<file path="config.mk">
export PLATFORM = sky130hd
export DESIGN_NAME = asr_readout_port
export DESIGN_NICKNAME = d
export VERILOG_FILES = /design/src/asr_pkg.sv /design/src/asr_fifo.sv /design/src/asr_readout_port.sv
export SDC_FILE = /design/constraint.sdc
export NUM_CORES = 1
export LEC_CHECK = 0
export ABC_AREA = 1
export BUFFER_PORTS_ARGS = -buffer_cell sky130_fd_sc_hd__buf_4
export CELL_PAD_IN_SITES_DETAIL_PLACEMENT = 0
export CELL_PAD_IN_SITES_GLOBAL_PLACEMENT = 1
export CORE_ASPECT_RATIO = 0.8
export CORE_MARGIN = 2
export CORE_UTILIZATION = 40
export CTS_CLUSTER_SIZE = 10
export DETAILED_ROUTE_END_ITERATION = 12
export PLACE_DENSITY_LB_ADDON = 0.1
export SKIP_CTS_REPAIR_TIMING = 1
export SLEW_MARGIN = 20
export SYNTH_ARGS = -nofsm -noshare
export SYNTH_HDL_FRONTEND = slang
export SYNTH_SLANG_ARGS = --single-unit
export TNS_END_PERCENT = 5
</file>
<file path="constraint.sdc">
create_clock -name SYS_CLK -period 15.3 [get_ports SYS_CLK]
set_input_delay 3.06 -clock SYS_CLK [delete_from_list [all_inputs] [get_ports SYS_CLK]]
set_output_delay 3.06 -clock SYS_CLK [all_outputs]
set_load 0.1 [all_outputs]
</file>
<file path="src/asr_pkg.sv">
package asr_pkg;

  // ********************************
  // clocking
  // ********************************
  localparam int unsigned SYS_CLK_HZ = 25_000_000;
  localparam int unsigned OSC_HZ = 512_000;
  localparam int unsigned OSC_HALF_CYC = SYS_CLK_HZ / (2 * OSC_HZ);
  localparam int unsigned EXT_CLK_SLOW_HZ = 512_000;
  localparam int unsigned EXT_CLK_FAST_HZ = 2_048_000;
  localparam int unsigned MOD_HZ = 128_000;
  localparam logic [4:0] MOD_DIV_SLOW = 5'(EXT_CLK_SLOW_HZ / MOD_HZ);
  localparam logic [4:0] MOD_DIV_FAST = 5'(EXT_CLK_FAST_HZ / MOD_HZ);

  // ********************************
  // lead-off status register fields
  // ********************************
  localparam int unsigned LOFF_CLK_DIV_BIT = 6;
  localparam int unsigned LEAD_OFF_STATUS_REGISTER_MSB = 4;

  // ********************************
  // frame layout
  // ********************************
  localparam int unsigned SAMPLE_W = 16;
  localparam int unsigned RAW_W = 20;
  localparam int unsigned NUM_CH = 2;
  localparam int unsigned FRAME_W = 48;
  localparam logic [3:0] STATUS_PREFIX = 4'hc;
  localparam logic [4:0] STATUS_PAD = 5'h00;
  localparam logic [15:0] SAMPLE_POS_FS = 16'h7fff;
  localparam logic [15:0] SAMPLE_NEG_FS = 16'h8000;
  localparam logic [15:0] SAMPLE_ZERO = 16'h0000;
  localparam int unsigned FIFO_DEPTH = 8;

  // ********************************
  // reset values
  // ********************************
  localparam logic READY_N_RST = 1'b1;
  localparam logic REF_BUF_PD_RST = 1'b1;

  // ********************************
  // serial link states
  // ********************************
  typedef enum logic [0:0] {
    ASR_LINK_IDLE,
    ASR_LINK_SHIFT
  } asr_link_e;

endpackage

</file>
<file path="src/asr_fifo.sv">
`timescale 1ns/1ps
`default_nettype none

module asr_fifo #(
  parameter int unsigned WIDTH = 32,
  parameter int unsigned DEPTH = 8
) (
  // clock and reset
  input wire logic clk,
  input wire logic rst,
  // fill side
  input wire logic in_valid,
  output logic in_ready,
  input wire logic [WIDTH-1:0] in_data,
  // drain side
  output logic out_valid,
  input wire logic out_ready,
  output logic [WIDTH-1:0] out_data
);

  localparam int unsigned AW = (DEPTH > 1) ? $clog2(DEPTH) : 1;

  typedef struct packed {
    logic [DEPTH-1:0][WIDTH-1:0] mem;
    logic [AW-1:0] wr_ptr;
    logic [AW-1:0] rd_ptr;
    logic [AW:0] count;
  } asr_fifo_s;

  asr_fifo_s st_reg;
  asr_fifo_s st_next;
  logic push;
  logic pop;

  // ********************************
  // handshakes
  // ********************************
  assign in_ready = (st_reg.count != (AW+1)'(DEPTH));
  assign out_valid = (st_reg.count != '0);
  assign out_data = st_reg.mem[st_reg.rd_ptr];
  assign push = in_valid && in_ready;
  assign pop = out_valid && out_ready;

  // ********************************
  // pointers and storage
  // ********************************
  always_comb begin
    st_next = st_reg;
    if (push) begin
      st_next.mem[st_reg.wr_ptr] = in_data;
      st_next.wr_ptr = (st_reg.wr_ptr == AW'(DEPTH - 1)) ? '0 : st_reg.wr_ptr + 1'b1;
    end
    if (pop) begin
      st_next.rd_ptr = (st_reg.rd_ptr == AW'(DEPTH - 1)) ? '0 : st_reg.rd_ptr + 1'b1;
    end
    if (push && !pop) begin
      st_next.count = st_reg.count + 1'b1;
    end else if (pop && !push) begin
      st_next.count = st_reg.count - 1'b1;
    end
  end

  always_ff @(posedge clk or posedge rst) begin
    if (rst) begin
      st_reg <= '0;
    end else begin
      st_reg <= st_next;
    end
  end

endmodule

`default_nettype wire

</file>
<file path="src/asr_readout_port.sv">
// Summary of operation
// - clock source pin low: external clock in; high: oscillator, pin driven if enabled
// - external clock 512 kHz or 2.048 MHz, chosen by bit 6 of lead-off status
// - modulator clock is 128 kHz for either external clock rate
// - modulator clock is device clock over 4, or over 16 with divider bit set
// - after wake-up reference buffer stays powered down until software enables it
// - high reference select picks 4.033 V, otherwise 2.42 V
// - samples are 16-bit two's complement, sent most significant bit first
// - samples saturate at 7FFFh and 8000h beyond full scale
// - chip select high resets serial state, ignores data, floats output; a falling clock edge still releases conversion-ready
// - conversion-ready asserts at end of conversion unless a frame is still shifting with chip select low
// - input data sampled on every falling serial clock edge
// - output updated on every rising edge, first rising edge gives the MSB
// - conversion-ready returns high on first falling serial clock edge of a read
// - in continuous read mode the data output also flags new data
// - continuous streaming read and single on-demand frame read are both supported
// - a frame is 48 bits: status word then two 16-bit samples
// - status word is 1100, five lead-off bits, two gpio bits, five zeros
// - a powered-down channel sends all zeros but keeps its slot
// - clocking past the frame end repeats the frame from its MSB
`timescale 1ns/1ps
`default_nettype none

module asr_readout_port (
  // system
  input wire logic SYS_CLK,
  input wire logic RST,
  // clock pin and clock configuration
  input wire logic CLOCK_SOURCE_SELECT_PIN,
  input wire logic CLK_OUT_EN,
  input wire logic CLK_PIN_I,
  output logic CLK_PIN_O,
  output logic CLK_PIN_OE,
  output logic MOD_CLK_TICK,
  // configuration
  input wire logic [7:0] LEAD_OFF_STATUS_REGISTER,
  input wire logic [1:0] GPIO_LEVEL,
  input wire logic [1:0] CH_POWER_DOWN,
  input wire logic REF_BUFFER_ENABLE,
  input wire logic HIGH_REFERENCE_SELECT,
  output logic REFERENCE_BUFFER_POWER_DOWN,
  output logic REF_HIGH_LEVEL,
  // read mode control
  input wire logic CONTINUOUS_READ_MODE,
  input wire logic FRAME_READ_CMD,
  // raw samples from the filters
  input wire logic SAMPLE_VALID,
  output logic SAMPLE_READY,
  input wire logic [19:0] CH1_RAW,
  input wire logic [19:0] CH2_RAW,
  // serial link
  input wire logic CS_N,
  input wire logic SCLK,
  input wire logic DIN,
  output logic DOUT_O,
  output logic DOUT_OE,
  output logic CONVERSION_READY_N,
  // received command bytes
  output logic [7:0] RX_BYTE,
  output logic RX_BYTE_VALID
);

  localparam int unsigned SW = asr_pkg::SAMPLE_W;
  localparam int unsigned RW = asr_pkg::RAW_W;
  localparam int unsigned FW = asr_pkg::FRAME_W;

  typedef struct packed {
    logic sclk_prev;
    logic clk_pin_prev;
    logic [5:0] osc_cnt;
    logic osc_level;
    logic [4:0] mod_cnt;
    logic mod_tick;
    logic [FW-1:0] frame;
    logic [5:0] bit_ptr;
    logic dout;
    asr_pkg::asr_link_e link;
    logic single_armed;
    logic ready_n;
    logic release_done;
    logic [7:0] rx_shift;
    logic [2:0] rx_cnt;
    logic [7:0] rx_byte;
    logic rx_valid;
    logic ref_buf_pd;
    logic ref_high;
  } asr_state_s;

  asr_state_s st_reg;
  asr_state_s st_next;

  // ********************************
  // sample conditioning
  // ********************************
  function automatic logic [15:0] asr_saturate(input logic [19:0] raw);
    logic [15:0] res;
    res = raw[15:0];
    if (!raw[RW-1] && (raw[RW-2:SW-1] != '0)) begin
      res = asr_pkg::SAMPLE_POS_FS;
    end else if (raw[RW-1] && (raw[RW-2:SW-1] != '1)) begin
      res = asr_pkg::SAMPLE_NEG_FS;
    end
    return res;
  endfunction

  logic [1:0][15:0] ch_word;
  logic [19:0] ch_raw [2];
  assign ch_raw[0] = CH1_RAW;
  assign ch_raw[1] = CH2_RAW;

  genvar gi;
  generate
    for (gi = 0; gi < 2; gi++) begin : g_ch
      // powered-down channel keeps its slot with zeros
      assign ch_word[gi] = CH_POWER_DOWN[gi] ? asr_pkg::SAMPLE_ZERO : asr_saturate(ch_raw[gi]);
    end
  endgenerate

  // ********************************
  // sample buffer
  // ********************************
  logic fifo_valid;
  logic fifo_pop;
  logic [31:0] fifo_data;

  asr_fifo #(
    .WIDTH(32),
    .DEPTH(asr_pkg::FIFO_DEPTH)
  ) u_fifo (
    .clk(SYS_CLK),
    .rst(RST),
    .in_valid(SAMPLE_VALID),
    .in_ready(SAMPLE_READY),
    .in_data({ch_word[0], ch_word[1]}),
    .out_valid(fifo_valid),
    .out_ready(fifo_pop),
    .out_data(fifo_data)
  );

  // ********************************
  // edge detection and clock selection
  // ********************************
  logic sclk_rise;
  logic sclk_fall;
  logic ext_rise;
  logic osc_rise;
  logic dev_tick;
  logic clk_div_fast;
  logic [4:0] mod_div;
  logic conv_done;
  logic [15:0] status_word;

  assign sclk_rise = SCLK && !st_reg.sclk_prev;
  assign sclk_fall = !SCLK && st_reg.sclk_prev;
  assign ext_rise = CLK_PIN_I && !st_reg.clk_pin_prev;
  assign osc_rise = (st_reg.osc_cnt == 6'(asr_pkg::OSC_HALF_CYC - 1)) && !st_reg.osc_level;
  assign dev_tick = CLOCK_SOURCE_SELECT_PIN ? osc_rise : ext_rise;
  assign clk_div_fast = LEAD_OFF_STATUS_REGISTER[asr_pkg::LOFF_CLK_DIV_BIT];
  assign mod_div = clk_div_fast ? asr_pkg::MOD_DIV_FAST : asr_pkg::MOD_DIV_SLOW;

  // conversion completes on a modulator tick; held off while a frame is shifting
  assign fifo_pop = st_reg.mod_tick && (st_reg.link == asr_pkg::ASR_LINK_IDLE);
  assign conv_done = fifo_pop && fifo_valid;

  assign status_word = {asr_pkg::STATUS_PREFIX,
                        LEAD_OFF_STATUS_REGISTER[asr_pkg::LEAD_OFF_STATUS_REGISTER_MSB:0],
                        GPIO_LEVEL,
                        asr_pkg::STATUS_PAD};

  // ********************************
  // next state
  // ********************************
  always_comb begin
    st_next = st_reg;
    st_next.sclk_prev = SCLK;
    st_next.clk_pin_prev = CLK_PIN_I;
    st_next.rx_valid = 1'b0;
    st_next.mod_tick = 1'b0;

    // internal oscillator
    if (st_reg.osc_cnt == 6'(asr_pkg::OSC_HALF_CYC - 1)) begin
      st_next.osc_cnt = '0;
      st_next.osc_level = !st_reg.osc_level;
    end else begin
      st_next.osc_cnt = st_reg.osc_cnt + 1'b1;
    end

    // modulator divider
    if (dev_tick) begin
      if (st_reg.mod_cnt >= mod_div - 1'b1) begin
        st_next.mod_cnt = '0;
        st_next.mod_tick = 1'b1;
      end else begin
        st_next.mod_cnt = st_reg.mod_cnt + 1'b1;
      end
    end

    // reference control
    st_next.ref_buf_pd = !REF_BUFFER_ENABLE;
    st_next.ref_high = HIGH_REFERENCE_SELECT;

    // new frame
    if (conv_done) begin
      st_next.frame = {status_word, fifo_data};
    end

    // conversion-ready release on first falling edge, any chip select level
    if (sclk_fall && !st_reg.release_done) begin
      st_next.ready_n = 1'b1;
      st_next.release_done = 1'b1;
    end
    if (conv_done) begin
      st_next.ready_n = 1'b0;
      st_next.release_done = 1'b0;
    end

    if (FRAME_READ_CMD) begin
      st_next.single_armed = 1'b1;
    end

    if (CS_N) begin
      st_next.link = asr_pkg::ASR_LINK_IDLE;
      st_next.bit_ptr = '0;
      st_next.rx_cnt = '0;
      st_next.rx_shift = '0;
      st_next.dout = 1'b0;
      st_next.single_armed = (st_reg.link == asr_pkg::ASR_LINK_SHIFT) ? FRAME_READ_CMD :
                             (st_reg.single_armed || FRAME_READ_CMD);
    end else begin
      if (sclk_fall) begin
        st_next.rx_shift = {st_reg.rx_shift[6:0], DIN};
        st_next.rx_cnt = st_reg.rx_cnt + 1'b1;
        if (st_reg.rx_cnt == 3'h7) begin
          st_next.rx_byte = {st_reg.rx_shift[6:0], DIN};
          st_next.rx_valid = 1'b1;
        end
      end
      case (st_reg.link)
        asr_pkg::ASR_LINK_IDLE: begin
          if (!CONTINUOUS_READ_MODE && !st_reg.single_armed) begin
            st_next.dout = 1'b0;
          end else begin
            st_next.dout = st_reg.ready_n;
          end
          if (sclk_rise && (CONTINUOUS_READ_MODE || st_reg.single_armed)) begin
            st_next.link = asr_pkg::ASR_LINK_SHIFT;
            st_next.dout = st_reg.frame[FW-1];
            st_next.bit_ptr = 6'h01;
          end
        end
        asr_pkg::ASR_LINK_SHIFT: begin
          if (sclk_rise) begin
            st_next.dout = st_reg.frame[6'(FW - 1) - st_reg.bit_ptr];
            if (st_reg.bit_ptr == 6'(FW - 1)) begin
              st_next.bit_ptr = '0;
            end else begin
              st_next.bit_ptr = st_reg.bit_ptr + 1'b1;
            end
          end
        end
        default: begin
          st_next.link = asr_pkg::ASR_LINK_IDLE;
        end
      endcase
    end
  end

  // ********************************
  // state register
  // ********************************
  always_ff @(posedge SYS_CLK or posedge RST) begin
    if (RST) begin
      st_reg <= '0;
      st_reg.link <= asr_pkg::ASR_LINK_IDLE;
      st_reg.ready_n <= asr_pkg::READY_N_RST;
      st_reg.release_done <= 1'b1;
      st_reg.ref_buf_pd <= asr_pkg::REF_BUF_PD_RST;
    end else begin
      st_reg <= st_next;
    end
  end

  // ********************************
  // outputs
  // ********************************
  assign CLK_PIN_O = st_reg.osc_level;
  assign CLK_PIN_OE = CLOCK_SOURCE_SELECT_PIN && CLK_OUT_EN;
  assign MOD_CLK_TICK = st_reg.mod_tick;
  assign REFERENCE_BUFFER_POWER_DOWN = st_reg.ref_buf_pd;
  assign REF_HIGH_LEVEL = st_reg.ref_high;
  assign DOUT_O = st_reg.dout;
  assign DOUT_OE = !CS_N;
  assign CONVERSION_READY_N = st_reg.ready_n;
  assign RX_BYTE = st_reg.rx_byte;
  assign RX_BYTE_VALID = st_reg.rx_valid;

endmodule

`default_nettype wire
</file>
Yosys cells after proc, flatten, opt, wreduce, memory -nomap -nowiden. Index checks and enable logic that the tools add are counted.

Output and inout port bits: 18. Input bits: 65. Register bits after elaboration: 353. Logic and storage cells: 138.

Mux-type cells: 39. Equal/unequal tests: 10. Add/sub/neg operators: 10. Magnitude comparators: 5. Bitwise logic cells: 2. Reduce and logical (&&, ||, !) cells: 42.

Operators with widths (count): 256-bit bitwise mux (1); 32-bit binary-select mux with 3-bit select (1); 32-bit demux with 3-bit select (1); 16-bit 2-to-1 mux (6); 32-bit 2-to-1 mux (2); 19-bit 2-to-1 mux (1); 1-bit logical AND (18); 8-bit 2-to-1 mux (2); 7-bit one-hot mux with 2 select lines (1); 1-bit logical NOT (13); 6-bit by 1-bit adder with 6-bit output, second input constant (2); 6-bit 2-to-1 mux (2); 4-bit != test, second input constant (3); 4-bit nonzero test (3); 1-bit 2-to-1 mux (10); 10-bit 2-to-1 mux (1); 5-bit 2-to-1 mux (2); 3-bit by 1-bit adder with 3-bit output, second input constant (3); 3-bit equality test, second input constant (3); 9-bit 2-to-1 mux (1); 3-bit by 4-bit < comparator with 1-bit output, second input constant (2); 4-bit 2-to-1 mux (2); 2-bit nonzero test (4); 6-bit by 7-bit < comparator with 1-bit output, second input constant (1); other kinds (18) (23).

Longest topological paths before layout.
Word-level depth: 6. Depth in mapped cells: 13. Mapped depth without buffers: 13.

Cells and area by module. A second synthesis with hierarchy kept.

Cell total of the unflattened synthesis: 2646. Area, all modules: 18761.7 um^2.

Modules (own cells, without submodules): asr_fifo (times used 1, area an instance 14381.3 um^2, cells each 2103, sequential area each 6656.4 um^2); asr_readout_port (times used 1, area an instance 4380.5 um^2, cells each 543, sequential area each 2154.6 um^2).

Worst setup path before layout. OpenSTA, ideal clock, no wires.

Kind: input port to output port. From: input port CLK_OUT_EN. To: output port CLK_PIN_OE. Arrival: 3.681 ns. Slack: 8.559 ns. Data required time: 12.240 ns. Path buffers: 0. Cell stages on the path: 2. Cells stage by stage: nand2_1 > inv_1.

Longest elaborated chain between the ends: 1.

Ends and longest elaborated chain: start, declared (RTL line asr_readout_port.sv:30) `input wire logic CLK_OUT_EN,`; 1-bit logical AND (RTL line asr_readout_port.sv:287) `assign CLK_PIN_OE = CLOCK_SOURCE_SELECT_PIN && CLK_OUT_EN;`; end, declared (RTL line asr_readout_port.sv:33) `output logic CLK_PIN_OE,`.

No other way between the ends.

Final worst setup path.
From: input port CS_N. To: output port DOUT_OE.

Longest elaborated chain between the ends: 1.

Ends and longest elaborated chain: start, declared (RTL line asr_readout_port.sv:52) `input wire logic CS_N,`; 1-bit logical NOT (RTL line asr_readout_port.sv:292) `assign DOUT_OE = !CS_N;`; end, declared (RTL line asr_readout_port.sv:56) `output logic DOUT_OE,`.

No other way between the ends.

==> flow_summary.yaml <==
status:
  status: "complete, no violations"
sta:
  setup_tns_ns: 0
  skew_ns: 0.0159
  slew_violations: 0
  fin_crit_sh_pct: 43.9
  max_freq_ghz: 0.149
  fin_ws_ns: 8.58
  rsz0062_at_grt: "false"
  setup_violations: 0
  fin_crit_ns: 6.72
  timing.final.hold_violations: 0
  maxSlewHeadroom_pct: 27.2
  tightest_slew_ns: 1.09
worst_setup_path:
  cpMaxStageDelayCell: "buf_4"
  endpoint_kind: "output pin"
  crit_fanout: 8
  setup.worst_path.start_class: "input port"
  cpPeakStageDelay_ns: 0.32
  cp_cell_sequence: "buf_4, inv_2, buf_4"
  crit_start: "CS_N"
  crit_type: "input port to output pin"
  required_ns: 12.24
  cp.arrival_ns: 3.66
  cpMostUsedCell: "buf_4"
  r2r_start: "u_fifo.st_reg[4]$_DFFE_PP0P_"
cts:
  cts.sinks: 352
  numCtsBuffers: 42
  clk_latency_ns: 0.54
  clk_pin_slew_ns: 0.05
  clock-root-buffer: "clkbuf_16"
  cts_max_level: 2
  cts_tree: "done"
  cts_max_path_buffers: 3
pwr:
  fin_total_pwr_mw: 3.45
  ir_worst_vdd_mv: 0.127
  p_leak_nw: 8.56
  p_per_area_nw_per_um2: 186
cells_and_area:
  fin_cells: 2455
  final_area_sq_um: 18600
  drive_above_1_share_pct: 12.6
  antenna_cells: 0
  area_growth_pct: 10.7
  nets: 1963
  largest_reg_flops: 266
synth:
  yosysMostFrequentCell: "nand2_1"
  synthesis.nets: 1949
  ys_seq_elements: 352
  avgSynthCellArea_sq_um: 8.98
  yosysWarnings: 0
  synth-main-ff-cell: "dfrtp_1"
  synth_area_sq_um: 16800
  synth_top_area_share_pct: 52.2
  synthTopCellsByCount: "438 x nand2_1, 350 x dfrtp_1, 195 x o21ai_1"
  synth.distinct_cells: 46
  synth_edf_count: 0
  synthCells: 1868
  yosysTopAreaCell: "dfrtp_1"
  synth.top_cells.by_area: "dfrtp_1 52%, nand2_1 9.8%, o21ai_1 5.8%"
  yosysSeqAreaShare_pct: 52.5
  async_reset_ff_share_pct: 100
placed_design:
  gp_congestion: 0.770
  place_inst: 2389
  place_ws_ns: 8.56
  port_buffers: 80
  dpl.hpwl_mm: 23.4
  postPlaceCellArea_sq_um: 17300
detailed_routing:
  wl_per_cell_um: 17.6
  drt-total-wl_mm: 43.3
  drc: 0
  vias: 12400
  dr.pass1.iters: 5
  drt_iter0_drc: 922
  vias_per_cell: 5.04
  ant_nets: 0
floorplan:
  fp.coreArea_sq_um: 41700
  start_util_pct: 40.3
  io_pins: 83
  num_rows: 67
  fp.dieW_um: 233
  fp.dieArea_sq_um: 43600
  die_y_um: 187
global_route:
  grt_pass1_wl_mm: 70.6
  antenna_found_initial: 0
  grt_pass1_vias: 12400
  grt_max_degree: 171
  grt_usage_pct: 20.6
  gr-total-overflow: 0
flow_run:
  maxCapViolations: 0
min_path:
  holdCritStartpoint: "st_reg[88]$_DFF_PP0_"
  hold_class: "flop to flop"
[layout make-up]
class	count	area, sq um
inverter	188	738
tap	552	691
timing repair buffer	89	681
sequential	352	8820
clock inverter	1	7.51
clock buffer	64	1230
fill	4141	23100
multi-input combinational	1209	6420
[where the power goes]
part | leakage (nW) | switching (mW) | internal [mW] | total (mW)
combinational | 3.31 | 0.687 | 0.407 | 1.09
clock | 0.595 | 0.378 | 0.546 | 0.923
sequential | 4.66 | 0.182 | 1.25 | 1.43
[layout by cell type, fill, tap and decap left out, drive strengths merged, types with 4 or more instances in the layout]
cell type	instances
nand2	460
o21ai	386
dfrtp	350
inv	188
buf	89
a21oi	86
clkbuf	64
mux2i	60
nand3	59
o211ai	49
nor2	48
ha	15
o22ai	13
nand4	5
xor2	4
nor3	4
[path summary, 6_finish.rpt]
| check | depth (start not counted) | to | slack, ns |
|---|---|---|---|
| setup / recovery | 3 | DOUT_OE | 8.58 |
| hold / removal | 1 | st_reg[88]$_DFF_PP0_ | 0.46 |
| setup reg to reg | 7 | st_reg[50]$_DFFE_PP0P_ | 11.89 |
| hold reg to reg | 1 | st_reg[88]$_DFF_PP0_ | 0.46 |
| max in group asynchronous | 4 | u_fifo.st_reg[4]$_DFFE_PP0P_ | 10.36 |
| min in group asynchronous | 2 | st_reg[88]$_DFF_PP0_ | 2.66 |
[cells by family after synthesis]
kind of cell    count (synthesis)  share of synthesized area [%]
simple gates                  580                           14.6
compound gates                545                           18.4
flops                         352                           52.5
buf+inv                       307                           9.23
mux                            61                           3.65
fa+ha+maj                      16                           1.24
xor+xnor                        7                          0.365
[worst max-delay path: cells and delay by family]
family	cells	cell delay [ns]
buffers and inverters	3	0.60
[metal layers]
| metal | share of wire [%] | GRT usage (%) |
|---|---|---|
| met1 | 51 | 30.7 |
| met4 | 1.6 | 4.41 |
| met2 | 44 | 32.1 |
| met5 | 0 | 0 |
| met3 | 3.0 | 2.65 |
[through the flow]
step / hold WS (ns) / utilization [%]
6_report: 0.456 / 44.6
5_1_grt: 0.485 / 44.6
4_1_cts: 0.460 / 44.6
3_5_place_dp: 0.452 / 41.6
3_3_place_gp: 0.447 / 41.6
2_1_floorplan: 0.433 / -
Power figures use the tool's default switching activity.
